==> config.mk <==
export PLATFORM = sky130hd
export DESIGN_NAME = atsc_top
export DESIGN_NICKNAME = d
export VERILOG_FILES = /design/src/hdl/atsc_pkg.sv /design/src/hdl/atsc_sync.sv /design/src/hdl/atsc_top.sv
export VERILOG_INCLUDE_DIRS = /design/src /design/src/hdl
export SDC_FILE = /design/constraint.sdc
export NUM_CORES = 1
export LEC_CHECK = 0
export BUFFER_PORTS_ARGS = -buffer_cell sky130_fd_sc_hd__buf_2
export CELL_PAD_IN_SITES_DETAIL_PLACEMENT = 1
export CELL_PAD_IN_SITES_GLOBAL_PLACEMENT = 2
export CORE_MARGIN = 1
export CORE_UTILIZATION = 38
export CTS_BUF_LIST = sky130_fd_sc_hd__clkbuf_4
export DETAILED_ROUTE_END_ITERATION = 8
export HOLD_SLACK_MARGIN = 0.12
export PLACE_DENSITY_LB_ADDON = 0.1
export SLEW_MARGIN = 20
export SYNTH_ARGS = -nofsm -noshare
export SYNTH_HDL_FRONTEND = slang
export SYNTH_SLANG_ARGS = --single-unit
==> constraint.sdc <==
create_clock -name mclk_i -period 3.71 [get_ports mclk_i]
set_input_delay 0.371 -clock mclk_i [delete_from_list [all_inputs] [get_ports mclk_i]]
set_output_delay 0.371 -clock mclk_i [all_outputs]
set_load 0.05 [all_outputs]
==> src/hdl/atsc_defs.svh <==
// atsc_defs.svh - offsets, field positions, reset values and codes of the
// converter and touch-screen control block.
// assumes: included by bare name by the package and by the atsc_top module.
`ifndef ATSC_DEFS_SVH
`define ATSC_DEFS_SVH

// ==========================================================================
// register offsets at the register port
`define ATSC_ADDR_CFG 8'h07
`define ATSC_ADDR_MODE 8'h08
`define ATSC_ADDR_RES_LO 8'h09
`define ATSC_ADDR_RES_HI 8'h0A

// ==========================================================================
// field positions in converter_channel_config and in the mode register
`define ATSC_CFG_EN_BIT 7
`define ATSC_CFG_START_BIT 6
`define ATSC_CFG_DONE_BIT 5
`define ATSC_CFG_REF_BIT 4
`define ATSC_CFG_SEL_MSB 3
`define ATSC_CFG_SEL_LSB 0
`define ATSC_MODE_MSB 2
`define ATSC_MODE_LSB 0

// ==========================================================================
// values reloaded on reset and, except the result, on undervoltage lockout
`define ATSC_CFG_RESET 8'h20
`define ATSC_MODE_RESET 3'h7
`define ATSC_RESULT_RESET 10'h000

// ==========================================================================
// channel codes
`define ATSC_CH_HIGH_FIRST 4'h6
`define ATSC_CH_HIGH_LAST 4'hC
`define ATSC_CH_RESERVED 4'hD
`define ATSC_CH_TOUCH_ALL 4'hE
`define ATSC_CH_TOUCH_XY 4'hF

// ==========================================================================
// touch drive mode codes
`define ATSC_TM_XPOS 3'h0
`define ATSC_TM_YPOS 3'h1
`define ATSC_TM_PRESS 3'h2
`define ATSC_TM_PLATE_X 3'h3
`define ATSC_TM_PLATE_Y 3'h4
`define ATSC_TM_STANDBY 3'h5
`define ATSC_TM_ADC 3'h6
`define ATSC_TM_OFF 3'h7

`endif

==> src/hdl/atsc_pkg.sv <==
// atsc_pkg.sv - types of the converter and touch-screen control block.
// assumes: compiled before every design module; holds no numbers of its own.
`include "atsc_defs.svh"

package atsc_pkg;

	// ======================================================================
	// conversion sequencer states
	typedef enum logic [1:0] {
		ST_IDLE,
		ST_BUSY,
		ST_RELEASE
	} atsc_state_t;

	// ======================================================================
	// what a panel pin is connected to
	typedef enum logic [2:0] {
		PIN_OPEN,
		PIN_HIZ,
		PIN_REF,
		PIN_GND,
		PIN_SENSE,
		PIN_BIAS
	} atsc_drive_t;

	// ======================================================================
	// whole state of the control block
	typedef struct packed {
		atsc_state_t state;
		logic cfg_en;
		logic cfg_start;
		logic cfg_done;
		logic cfg_ref;
		logic [3:0] cfg_sel;
		logic [2:0] mode;
		logic [9:0] result;
		logic [7:0] rd_data;
		logic range_high;
		logic tsc_en;
		logic tsc_xy_only;
		logic tsc_owns;
		logic detect_en;
		atsc_drive_t x_first;
		atsc_drive_t x_second;
		atsc_drive_t y_first;
		atsc_drive_t y_second;
	} atsc_regs_t;

	// ======================================================================
	// whole state of one input synchroniser
	typedef struct packed {
		logic s1;
		logic s2;
		logic s3;
		logic level;
	} atsc_sync_state_t;

endpackage : atsc_pkg

==> src/hdl/atsc_sync.sv <==
// atsc_sync.sv - three-stage synchroniser for one input from outside mclk_i.
// assumes: async_i may change at any time; sync_o follows on mclk_i.
`timescale 1ns/100ps
`default_nettype none

module atsc_sync (
	input wire logic mclk_i,
	input wire logic rst_b_i,
	input wire logic async_i,
	output logic sync_o
);

	atsc_pkg::atsc_sync_state_t r_ff;
	atsc_pkg::atsc_sync_state_t nxt_r;

	// ======================================================================
	// shift chain; a change counts once stages two and three agree
	always_comb begin
		nxt_r = r_ff;
		nxt_r.s1 = async_i;
		nxt_r.s2 = r_ff.s1;
		nxt_r.s3 = r_ff.s2;
		if (r_ff.s2 == r_ff.s3) begin
			nxt_r.level = r_ff.s3;
		end
	end

	always_ff @(posedge mclk_i or negedge rst_b_i) begin
		if (!rst_b_i) begin
			r_ff <= '0;
		end else begin
			r_ff <= nxt_r;
		end
	end

	assign sync_o = r_ff.level;

endmodule : atsc_sync

`default_nettype wire

==> src/hdl/atsc_top.sv <==
// atsc_top.sv - register and sequencing logic of the ten-bit converter and
// its touch-screen front end: channel select, panel pin drive, start/done
// handshake with the analog core, result registers.
// assumes: register port synchronous to mclk_i; undervoltage lockout and the
// analog core's done come from outside the clock domain.
//
// Contract
// - converter power follows the enable bit only.
// - writing start with enable set launches a conversion; bit self-clears on completion.
// - done flag is read-only, zero while converting, one when finished.
// - reference enable bit drives reference regulator independently.
// - codes 0..5 select low-range inputs.
// - codes 6..12 select high-range inputs.
// - code 14 hands converter to touch controller; 15 for x/y only.
// - mode 7 opens all pins, touch off; mode 6 routes pins to converter.
// - modes 0 and 1 drive x/y position patterns.
// - modes 2,3,4 drive pressure and plate patterns.
// - mode 5 standby biases x pins, grounds y pins for detection.
// - low result register holds result bits 7..0.
// - high result register holds bits 9..8 low, upper bits zero.
// - undervoltage lockout reloads config, done set, mode all ones.
`timescale 1ns/100ps
`default_nettype none
`include "atsc_defs.svh"

module atsc_top (
	input wire logic mclk_i,
	input wire logic rst_b_i,
	input wire logic undervoltage_lockout_i,
	input wire logic reg_wr_i,
	input wire logic [7:0] reg_addr_i,
	input wire logic [7:0] reg_wdata_i,
	output logic [7:0] reg_rdata_o,
	output logic adc_power_o,
	output logic ref_enable_o,
	output logic [3:0] adc_channel_o,
	output logic range_high_o,
	output logic adc_start_o,
	input wire logic adc_done_i,
	input wire logic [9:0] adc_result_i,
	output logic tsc_enable_o,
	output logic tsc_xy_only_o,
	output logic tsc_owns_adc_o,
	output logic touch_detect_en_o,
	output logic [2:0] panel_x_first_o,
	output logic [2:0] panel_x_second_o,
	output logic [2:0] panel_y_first_o,
	output logic [2:0] panel_y_second_o
);

	atsc_pkg::atsc_regs_t r_ff;
	atsc_pkg::atsc_regs_t nxt_r;
	logic undervoltage_lockout_sync;
	logic done_sync;
	logic wr_cfg;
	logic wr_mode;

	// ======================================================================
	// lockout defaults held as a vector so that single fields can be picked out
	localparam logic [7:0] CFG_DEFAULTS = `ATSC_CFG_RESET;

	// ======================================================================
	// synchronisers for lockout and the analog core's done
	atsc_sync u_undervoltage_lockout_sync (
		.mclk_i(mclk_i),
		.rst_b_i(rst_b_i),
		.async_i(undervoltage_lockout_i),
		.sync_o(undervoltage_lockout_sync)
	);

	atsc_sync u_done_sync (
		.mclk_i(mclk_i),
		.rst_b_i(rst_b_i),
		.async_i(adc_done_i),
		.sync_o(done_sync)
	);

	// ======================================================================
	// register write decode
	assign wr_cfg = reg_wr_i && (reg_addr_i == `ATSC_ADDR_CFG);
	assign wr_mode = reg_wr_i && (reg_addr_i == `ATSC_ADDR_MODE);

	// ======================================================================
	// next state: register writes, sequencer, decoders, read data
	always_comb begin
		nxt_r = r_ff;

		// read data for the addressed register, one cycle later
		case (reg_addr_i)
			`ATSC_ADDR_CFG: begin
				nxt_r.rd_data = {r_ff.cfg_en, r_ff.cfg_start, r_ff.cfg_done,
					r_ff.cfg_ref, r_ff.cfg_sel};
			end
			`ATSC_ADDR_MODE: begin
				nxt_r.rd_data = {5'h00, r_ff.mode};
			end
			`ATSC_ADDR_RES_LO: begin
				nxt_r.rd_data = r_ff.result[7:0];
			end
			`ATSC_ADDR_RES_HI: begin
				nxt_r.rd_data = {6'h00, r_ff.result[9:8]};
			end
			default: begin
				nxt_r.rd_data = 8'h00;
			end
		endcase

		if (undervoltage_lockout_sync) begin
			nxt_r.cfg_en = CFG_DEFAULTS[`ATSC_CFG_EN_BIT];
			nxt_r.cfg_start = CFG_DEFAULTS[`ATSC_CFG_START_BIT];
			nxt_r.cfg_done = CFG_DEFAULTS[`ATSC_CFG_DONE_BIT];
			nxt_r.cfg_ref = CFG_DEFAULTS[`ATSC_CFG_REF_BIT];
			nxt_r.cfg_sel = CFG_DEFAULTS[`ATSC_CFG_SEL_MSB:`ATSC_CFG_SEL_LSB];
			nxt_r.mode = `ATSC_MODE_RESET;
			nxt_r.state = atsc_pkg::ST_IDLE;
		end else begin
			// writable fields; the done flag is not writable
			if (wr_cfg) begin
				nxt_r.cfg_en = reg_wdata_i[`ATSC_CFG_EN_BIT];
				nxt_r.cfg_ref = reg_wdata_i[`ATSC_CFG_REF_BIT];
				nxt_r.cfg_sel = reg_wdata_i[`ATSC_CFG_SEL_MSB:`ATSC_CFG_SEL_LSB];
			end
			if (wr_mode) begin
				nxt_r.mode = reg_wdata_i[`ATSC_MODE_MSB:`ATSC_MODE_LSB];
			end

			// conversion sequencer
			case (r_ff.state)
				atsc_pkg::ST_IDLE: begin
					if (wr_cfg && reg_wdata_i[`ATSC_CFG_START_BIT] && nxt_r.cfg_en) begin
						nxt_r.cfg_start = 1'b1;
						nxt_r.cfg_done = 1'b0;
						nxt_r.state = atsc_pkg::ST_BUSY;
					end
				end
				atsc_pkg::ST_BUSY: begin
					if (!nxt_r.cfg_en) begin
						// disabled mid-conversion: abandon, result kept
						nxt_r.cfg_start = 1'b0;
						nxt_r.state = atsc_pkg::ST_RELEASE;
					end else if (done_sync) begin
						nxt_r.result = adc_result_i;
						nxt_r.cfg_start = 1'b0;
						nxt_r.cfg_done = 1'b1;
						nxt_r.state = atsc_pkg::ST_RELEASE;
					end
				end
				atsc_pkg::ST_RELEASE: begin
					// wait for the core to drop done before a new start
					if (!done_sync) begin
						nxt_r.state = atsc_pkg::ST_IDLE;
					end
				end
				default: begin
					nxt_r.state = atsc_pkg::ST_IDLE;
				end
			endcase
		end

		nxt_r.range_high = (nxt_r.cfg_sel >= `ATSC_CH_HIGH_FIRST) &&
			(nxt_r.cfg_sel <= `ATSC_CH_HIGH_LAST);
		nxt_r.tsc_owns = (nxt_r.cfg_sel == `ATSC_CH_TOUCH_ALL) ||
			(nxt_r.cfg_sel == `ATSC_CH_TOUCH_XY);
		nxt_r.tsc_xy_only = (nxt_r.cfg_sel == `ATSC_CH_TOUCH_XY);
		// touch controller off in mode 7
		nxt_r.tsc_en = (nxt_r.mode != `ATSC_TM_OFF);
		nxt_r.detect_en = (nxt_r.mode == `ATSC_TM_STANDBY);

		// panel pin drive from touch mode
		case (nxt_r.mode)
			`ATSC_TM_XPOS: begin
				nxt_r.x_first = atsc_pkg::PIN_REF;
				nxt_r.x_second = atsc_pkg::PIN_GND;
				nxt_r.y_first = atsc_pkg::PIN_SENSE;
				nxt_r.y_second = atsc_pkg::PIN_HIZ;
			end
			`ATSC_TM_YPOS: begin
				nxt_r.x_first = atsc_pkg::PIN_SENSE;
				nxt_r.x_second = atsc_pkg::PIN_HIZ;
				nxt_r.y_first = atsc_pkg::PIN_REF;
				nxt_r.y_second = atsc_pkg::PIN_GND;
			end
			`ATSC_TM_PRESS: begin
				nxt_r.x_first = atsc_pkg::PIN_REF;
				nxt_r.x_second = atsc_pkg::PIN_REF;
				nxt_r.y_first = atsc_pkg::PIN_GND;
				nxt_r.y_second = atsc_pkg::PIN_GND;
			end
			`ATSC_TM_PLATE_X: begin
				nxt_r.x_first = atsc_pkg::PIN_REF;
				nxt_r.x_second = atsc_pkg::PIN_GND;
				nxt_r.y_first = atsc_pkg::PIN_HIZ;
				nxt_r.y_second = atsc_pkg::PIN_HIZ;
			end
			`ATSC_TM_PLATE_Y: begin
				nxt_r.x_first = atsc_pkg::PIN_HIZ;
				nxt_r.x_second = atsc_pkg::PIN_HIZ;
				nxt_r.y_first = atsc_pkg::PIN_REF;
				nxt_r.y_second = atsc_pkg::PIN_GND;
			end
			`ATSC_TM_STANDBY: begin
				nxt_r.x_first = atsc_pkg::PIN_BIAS;
				nxt_r.x_second = atsc_pkg::PIN_BIAS;
				nxt_r.y_first = atsc_pkg::PIN_GND;
				nxt_r.y_second = atsc_pkg::PIN_GND;
			end
			`ATSC_TM_ADC: begin
				nxt_r.x_first = atsc_pkg::PIN_SENSE;
				nxt_r.x_second = atsc_pkg::PIN_SENSE;
				nxt_r.y_first = atsc_pkg::PIN_SENSE;
				nxt_r.y_second = atsc_pkg::PIN_SENSE;
			end
			default: begin
				nxt_r.x_first = atsc_pkg::PIN_OPEN;
				nxt_r.x_second = atsc_pkg::PIN_OPEN;
				nxt_r.y_first = atsc_pkg::PIN_OPEN;
				nxt_r.y_second = atsc_pkg::PIN_OPEN;
			end
		endcase
	end

	// ======================================================================
	// state register; reset values equal the lockout defaults
	always_ff @(posedge mclk_i or negedge rst_b_i) begin
		if (!rst_b_i) begin
			r_ff <= '{
				state: atsc_pkg::ST_IDLE,
				cfg_en: 1'b0,
				cfg_start: 1'b0,
				cfg_done: 1'b1,
				cfg_ref: 1'b0,
				cfg_sel: 4'h0,
				mode: `ATSC_MODE_RESET,
				result: `ATSC_RESULT_RESET,
				rd_data: 8'h00,
				range_high: 1'b0,
				tsc_en: 1'b0,
				tsc_xy_only: 1'b0,
				tsc_owns: 1'b0,
				detect_en: 1'b0,
				x_first: atsc_pkg::PIN_OPEN,
				x_second: atsc_pkg::PIN_OPEN,
				y_first: atsc_pkg::PIN_OPEN,
				y_second: atsc_pkg::PIN_OPEN
			};
		end else begin
			r_ff <= nxt_r;
		end
	end

	// ======================================================================
	// outputs
	assign reg_rdata_o = r_ff.rd_data;
	assign adc_power_o = r_ff.cfg_en;
	assign ref_enable_o = r_ff.cfg_ref;
	assign adc_channel_o = r_ff.cfg_sel;
	assign range_high_o = r_ff.range_high;
	assign adc_start_o = (r_ff.state == atsc_pkg::ST_BUSY);
	assign tsc_enable_o = r_ff.tsc_en;
	assign tsc_xy_only_o = r_ff.tsc_xy_only;
	assign tsc_owns_adc_o = r_ff.tsc_owns;
	assign touch_detect_en_o = r_ff.detect_en;
	assign panel_x_first_o = r_ff.x_first;
	assign panel_x_second_o = r_ff.x_second;
	assign panel_y_first_o = r_ff.y_first;
	assign panel_y_second_o = r_ff.y_second;

endmodule : atsc_top

`default_nettype wire

==> results of run 1 <==
## stage by stage
stage               cell area [um^2]  hold WS (ns)
global placement                2540         0.332
finish                          2610         0.103
floorplan                       2340        0.0754
detailed placement              2540         0.336
CTS                             2610         0.127
global route                    2610         0.136
## per-layer routing
| layer | GRT usage, % | up-vias | share of wire [%] |
|---|---|---|---|
| met5 | 0 | - | 0 |
| met4 | 3.75 | 0 | 0.44 |
| met3 | 4.77 | 2 | 6.1 |
| met2 | 27.7 | 46 | 52 |
| met1 | 19.0 | 764 | 41 |
| li1 | - | 712 | - |
## Yosys cell counts (2+ instances only)
| cell | count |
|---|---|
| dfrtp_1 | 50 |
| buf_4 | 25 |
| nor2_1 | 17 |
| mux2_2 | 12 |
| mux2i_1 | 9 |
| nand2_1 | 8 |
| a21oi_1 | 6 |
| a22o_1 | 5 |
| inv_1 | 5 |
| o21ai_0 | 5 |
| dfstp_2 | 4 |
| nand3_1 | 4 |
| nand3b_1 | 3 |
| nor2b_1 | 3 |
| nor3b_1 | 3 |
| buf_6 | 2 |
| clkbuf_1 | 2 |
| maj3_1 | 2 |
| nor3_1 | 2 |
| nor4_1 | 2 |
| or4_4 | 2 |
## critical path: cells and delay by family
kind / cells / cell delay (ns)
buffers and inverters: 2 / 0.33
muxes: 2 / 0.67
and+or+nand+nor: 3 / 1.33
## worst max path at each step
stage                              from                    to  slack, ns  cells after the start
after global placement    reg_addr_i[7]  r_ff[27]$_DFFE_PN0P_       0.90                      7
after detailed placement  reg_addr_i[7]  r_ff[26]$_DFFE_PN0P_       0.84                      7
after CTS                 reg_addr_i[7]  r_ff[32]$_DFFE_PN0P_       1.26                      7
after global routing      reg_addr_i[7]  r_ff[34]$_DFFE_PN0P_       1.20                      7
after floorplan           reg_addr_i[7]  r_ff[25]$_DFFE_PN0P_       1.05                      6
final                     reg_addr_i[7]  r_ff[32]$_DFFE_PN0P_       1.26                      7
## power by group
group | total, W | leakage [nW] | switching [W] | internal [W]
combinational | 0.0000491 | 0.624 | 0.0000283 | 0.0000207
clock | 0.000242 | 0.0286 | 0.000171 | 0.0000709
sequential | 0.000606 | 0.722 | 0.0000106 | 0.000595
## sequential cells by signal (all words and copies together), names as in the netlist, 2 cells and up
signal,count
panel_x_first_o,2
panel_y_first_o,2
u_done_sync.nxt_r,2
adc_channel_o,4
u_undervoltage_lockout_sync.nxt_r,2
r_ff,17
panel_y_second_o,3
reg_rdata_o,8
panel_x_second_o,3
## cell type report
type | instances | area, um^2
clock inverters | 3 | 16.3
repair buffers | 66 | 348
well taps | 75 | 93.8
multi-input cells | 101 | 739
clock buffers | 5 | 37.5
inverters | 5 | 18.8
flip-flops and latches | 54 | 1360
fillers | 654 | 3310
## cell families after synthesis
| kind of cell | Yosys count | share of synthesized area [%] |
|---|---|---|
| and+or+nand+nor | 52 | 12.8 |
| AOI/OAI and AO/OA | 24 | 7.00 |
| muxes | 22 | 10.6 |
| xor gates and xnor gates | 1 | 0.374 |
| DFF | 54 | 57.9 |
| adders and majority gates | 2 | 0.855 |
| buffers and inverters | 35 | 10.5 |
## repair_timing
| action | CTS | global route |
|---|---|---|
| gates resized for setup | 0 | 0 |
| hold buffers | 2 | 0 |
| endpoints found under the hold margin | 2 | 0 |
==> reports/metrics.cfg, run 1 <==
[worst_setup_path]
regToRegEndpoint=panel_y_first_o[2]$_DFF_PN0_
critPathMaxStageDelay_ns=0.59
critPathMaxFanout=10
critPathLaunchType=input pin
cp_cell_sequence=buf_2 > or4_4 > or3_1 > mux2i_4 > nor3_2 > buf_4 > mux2_2
r2r_setup_slack_ns=1.71
reg2reg_from=u_undervoltage_lockout_sync.sync_o$_DFFE_PN0N_
end_kind=register
crit_required_ns=3.96
slowest_stage=or3_1
worstPathArrival_ns=2.70
reg2regPathDepth=4
worst-setup-path-type=in -> reg

[synthesis]
yosys_register_bits=54
yosysTopAreaCell=dfrtp_1
syn-num-nets=221
synth_top_area_share_pct=53.4
syn_inst=190
synth-edff-count=0
synth.avg_cell_area_um2=12.3
synthTopCellsByArea=dfrtp_1 53%, buf_4 8.0%, mux2_2 5.8%, dfstp_2 4.5%, mux2i_1 3.8%
async_flop_share_pct=100
synthesis.area_um2=2340
synthFlopType=dfrtp_1
synth_cell_types=40
yosysSeqAreaShare_pct=57.9
yosys_warnings=0

[final_layout]
final_common_cell=buf_2
fin_cells=309
fin_util_pct=44.1
drive_above_1_share_pct=39.7
final_cell_mix=61 x buf_2, 50 x dfrtp_1, 17 x nor2_1, 12 x mux2_2, 9 x mux2i_1
antennaDiodeCount=0
area_delta_synth_final_pct=11.5
nets=264

[clocking]
numCtsBuffers=5
clk_pin_slew_ns=0.14
htreeDepth=2
cts_tree=yes
cts_buffer_depth=2
clkSinkCount=54
cts-root-buf=clkbuf_4
insertion_delay_ns=0.36
cts_setup_buffers=0

[timing]
fin_crit_sh_pct=66.0
slew_violations=0
skew_ns=0.0101
rsz0062_at_grt=false
setup-tns-final_ns=0
hold_violations=0
tightest_slew_ns=0.802
setup_ws_ns=1.26
post-route-min-period_ns=2.45
maxSlewHeadroom_pct=46.4
finalSetupViolations=0
clock.fmax_mhz=408

[power_and_ir_drop]
peakVddDrop_mv=0.183
cellPowerDensity_nw_per_um2=343
power.total_w=0.000896
p_leak_nw=1.37

[place]
port_buffers=61
dp.cells=299
dp_hpwl_um=3590
place_ws_ns=0.845
gp_congestion=0.731

[routing]
drt-wirelength-per-cell_um=15.3
first_pass_iters=4
drt-initial-drc-count=34
drc=0
vias=1524
routed_wl_um=4730
via_per_inst=4.93
postRouteAntennaNets=0

[grt]
track_usage_pct=15.9
antenna_found_initial=0
grt_pass1_wl_um=7690
first_global_vias=1623
grt_max_degree=55
grt_overflow=0

[worst_hold_path]
hold_path_class=in -> async

[die]
die_w_um=80.5
die_h_um=80.5
die_area_um2=6480
ioPinCount=63
std_cell_rows=28
core_um2=5920
start_util_pct=39.5

[job]
drv_cap=0

[run_status]
outcome=finished, final reports clean

Power figures use the tool's default switching activity.
==> inputs of run 2 (changes only) <==
--- a/config.mk
+++ b/config.mk
@@ -10,7 +10,7 @@
 export CELL_PAD_IN_SITES_DETAIL_PLACEMENT = 1
 export CELL_PAD_IN_SITES_GLOBAL_PLACEMENT = 2
 export CORE_MARGIN = 1
-export CORE_UTILIZATION = 38
+export CORE_UTILIZATION = 35
 export CTS_BUF_LIST = sky130_fd_sc_hd__clkbuf_4
 export DETAILED_ROUTE_END_ITERATION = 8
 export HOLD_SLACK_MARGIN = 0.12
==> constraint.sdc (replaced) <==
create_clock -name mclk_i -period 2.3 [get_ports mclk_i]
set_input_delay 0.23 -clock mclk_i [delete_from_list [all_inputs] [get_ports mclk_i]]
set_output_delay 0.23 -clock mclk_i [all_outputs]
set_load 0.05 [all_outputs]
==> run 2 against run 1 <==
  * Flip-flop and latch count stayed put
  * Sequential power grew 60%
  * Power grew 76%
  * Largest power group unchanged
  * Setup slack lost 0.99 ns
  * Sequential share of layout area fell by 4.1 points
  * Critical path type unchanged
  * Combinational power rose by 130%
  * Via count up 6.4%
==> reports/metrics.cfg, run 2 (synthesis results as in run 1) <==
[run_status]
outcome=finished, final reports clean

[die]
core_um2=6390  ; +7.9%
start_util_pct=36.7  ; -2.9 points
std_cell_rows=29  ; +3.6%
die_h_um=83.8  ; +4.1%
die_w_um=83.8  ; +4.1%
die_area_um2=7020  ; +8.4%
ioPinCount=63  ; unchanged

[worst_hold_path]
hold_path_class=in -> reg
min_from=reg_wr_i
min_path_cells=3
min_to=ref_enable_o$_DFFE_PN0P_

[clocking]
clkSinkCount=54  ; unchanged
htreeDepth=2  ; unchanged
numCtsBuffers=5  ; unchanged
clk_pin_slew_ns=0.14  ; about the same
cts_setup_buffers=0  ; unchanged
cts_buffer_depth=2  ; unchanged
cts_tree=yes
cts-root-buf=clkbuf_4
insertion_delay_ns=0.36  ; about the same

[worst_setup_path]
r2r_setup_slack_ns=0.69  ; -1.02 ns
regToRegEndpoint=r_ff[34]$_DFFE_PN0P_
reg2regPathDepth=5  ; +1
end_kind=register
critPathLaunchType=input pin
worstPathArrival_ns=2.28  ; -0.42 ns
critPathMaxFanout=5  ; -5
worst-setup-path-type=in -> reg
crit_required_ns=2.55  ; -1.41 ns
reg2reg_from=r_ff[46]$_DFFE_PN0P_

[routing]
via_per_inst=4.90  ; -0.64%
drt-initial-drc-count=49  ; +44%
routed_wl_um=5000  ; +5.8%
first_pass_iters=3  ; -1
drc=0  ; unchanged
drt-wirelength-per-cell_um=15.1  ; -1.3%
postRouteAntennaNets=0  ; unchanged
vias=1622  ; +6.4%

[timing]
finalSetupViolations=0  ; unchanged
rsz0062_at_grt=false
holdWs_ns=0.149  ; +0.0463 ns
maxSlewHeadroom_pct=66.3  ; +20 points
post-route-min-period_ns=2.03
clock.fmax_mhz=493
slew_violations=0  ; unchanged
fin_crit_sh_pct=88.2
tightest_slew_ns=0.501  ; -0.301 ns
hold_violations=0  ; unchanged
skew_ns=0.0130  ; +0.00287 ns

[final_layout]
multiInputGateArea_um2=746  ; +0.85%
final_common_cell=buf_2
stdcell_area_um2=2840  ; +8.7%
fin_cells=331  ; +7.1%
final_cell_mix=61 x buf_2, 50 x dfrtp_1, 17 x nor2_1, 14 x dlygate4sd3_1, 12 x mux2_2
area_delta_synth_final_pct=21.2
nets=285  ; +8.0%
register_area_um2=1360  ; unchanged
regMostFlops=r_ff
largest_reg_flops=17  ; unchanged
antennaDiodeCount=0  ; unchanged
drive_above_1_share_pct=39.8  ; about the same
n_fill_cell=714  ; +9.2%

[power_and_ir_drop]
p_leak_nw=1.49  ; +8.3%
power.total_w=0.00158  ; +76%
seqPwrFrac_pct=61.6  ; -6.0 points
cellPowerDensity_nw_per_um2=556  ; +62%
peakVddDrop_mv=0.330  ; +80%
clockPowerShare_pct=31.3  ; +4.3 points
power_report.internal_total_w=0.00123  ; +80%
p_switching_w=0.000343  ; +64%
swShare_pct=21.8  ; -1.6 points
comb_power_share_pct=7.1  ; +1.6 points

[grt]
grt_overflow=0  ; unchanged
grt_max_degree=55  ; unchanged
track_usage_pct=15.4  ; -0.46 points
first_global_vias=1693  ; +4.3%
grt_pass1_wl_um=8490  ; +10%
antenna_found_initial=0  ; unchanged

[place]
dpl_cell_area_um2=2630  ; +3.5%
dp.cells=310  ; +3.7%
gp_congestion=0.802  ; +9.6%
port_buffers=61  ; unchanged
dp_hpwl_um=3720  ; +3.6%

[job]
drv_cap=0  ; unchanged

==> run 2: metal layers <==
metal	vias to the layer above	wire length [um]	global-route usage, %
li1	760	-	-
met1	807	2330	21.3
met2	49	2370	24.9
met3	6	245	3.26
met4	0	56	3.70
met5	-	0	0
==> run 2: worst max-delay path, stage by stage <==
cell and delay (ns):
buf_2 0.11, or4_4 0.53, or3_1 0.46, mux2i_4 0.24, nor3_4 0.20, buf_4 0.18
mux2_2 0.33
==> run 2: final cells by class <==
cell class	count	area share, %
Clock buffer	5	1.32
Sequential cell	54	47.8
Tap cell	77	3.40
Multi-Input combinational cell	101	26.3
Timing Repair Buffer	87	19.3
Inverter	5	0.662
Clock inverter	2	1.19
==> run 2: worst max path at each step <==
stage                             start                   end  slack (ns)  depth (start not counted)
final                     reg_addr_i[7]  r_ff[34]$_DFFE_PN0P_        0.27                          7
after global routing      reg_addr_i[7]  r_ff[29]$_DFFE_PN0P_        0.23                          7
after CTS                 reg_addr_i[7]  r_ff[34]$_DFFE_PN0P_        0.27                          7
after detailed placement  reg_addr_i[7]  r_ff[34]$_DFFE_PN0P_       -0.12                          7
after global placement    reg_addr_i[7]  r_ff[28]$_DFFE_PN0P_       -0.11                          7
after floorplan           reg_addr_i[7]  r_ff[25]$_DFFE_PN0P_       -0.08                          6
==> run 2: timing repair <==
| action | 4_1_cts | 5_1_grt |
|---|---|---|
| hold endpoints to repair | 67 | 0 |
| hold buffers | 14 | 0 |
| gates resized for setup | 0 | 0 |
==> run 2: power groups by stage <==
| stage | clock, W | sequential [W] | combinational [W] |
|---|---|---|---|
| 3_5_place_dp | 0 | 0.000989 | 0.0000969 |
| 5_1_grt | 0.000554 | 0.000974 | 0.000124 |
| 6_report | 0.000493 | 0.000971 | 0.000112 |
| 3_3_place_gp | 0 | 0.000988 | 0.0000927 |
| 4_1_cts | 0.000518 | 0.000971 | 0.000115 |
| 2_1_floorplan | 0 | 0.000984 | 0.0000379 |
==> run 2: metrics by stage <==
step                      setup TNS (ns)  setup WS [ns]  util [%]
after global routing                   0          0.226      44.4
after floorplan                   -0.763        -0.0763         -
after detailed placement           -1.24         -0.121      41.1
after global placement             -1.14         -0.111      41.1
final                                  0          0.272      44.4
after CTS                              0          0.274      44.4
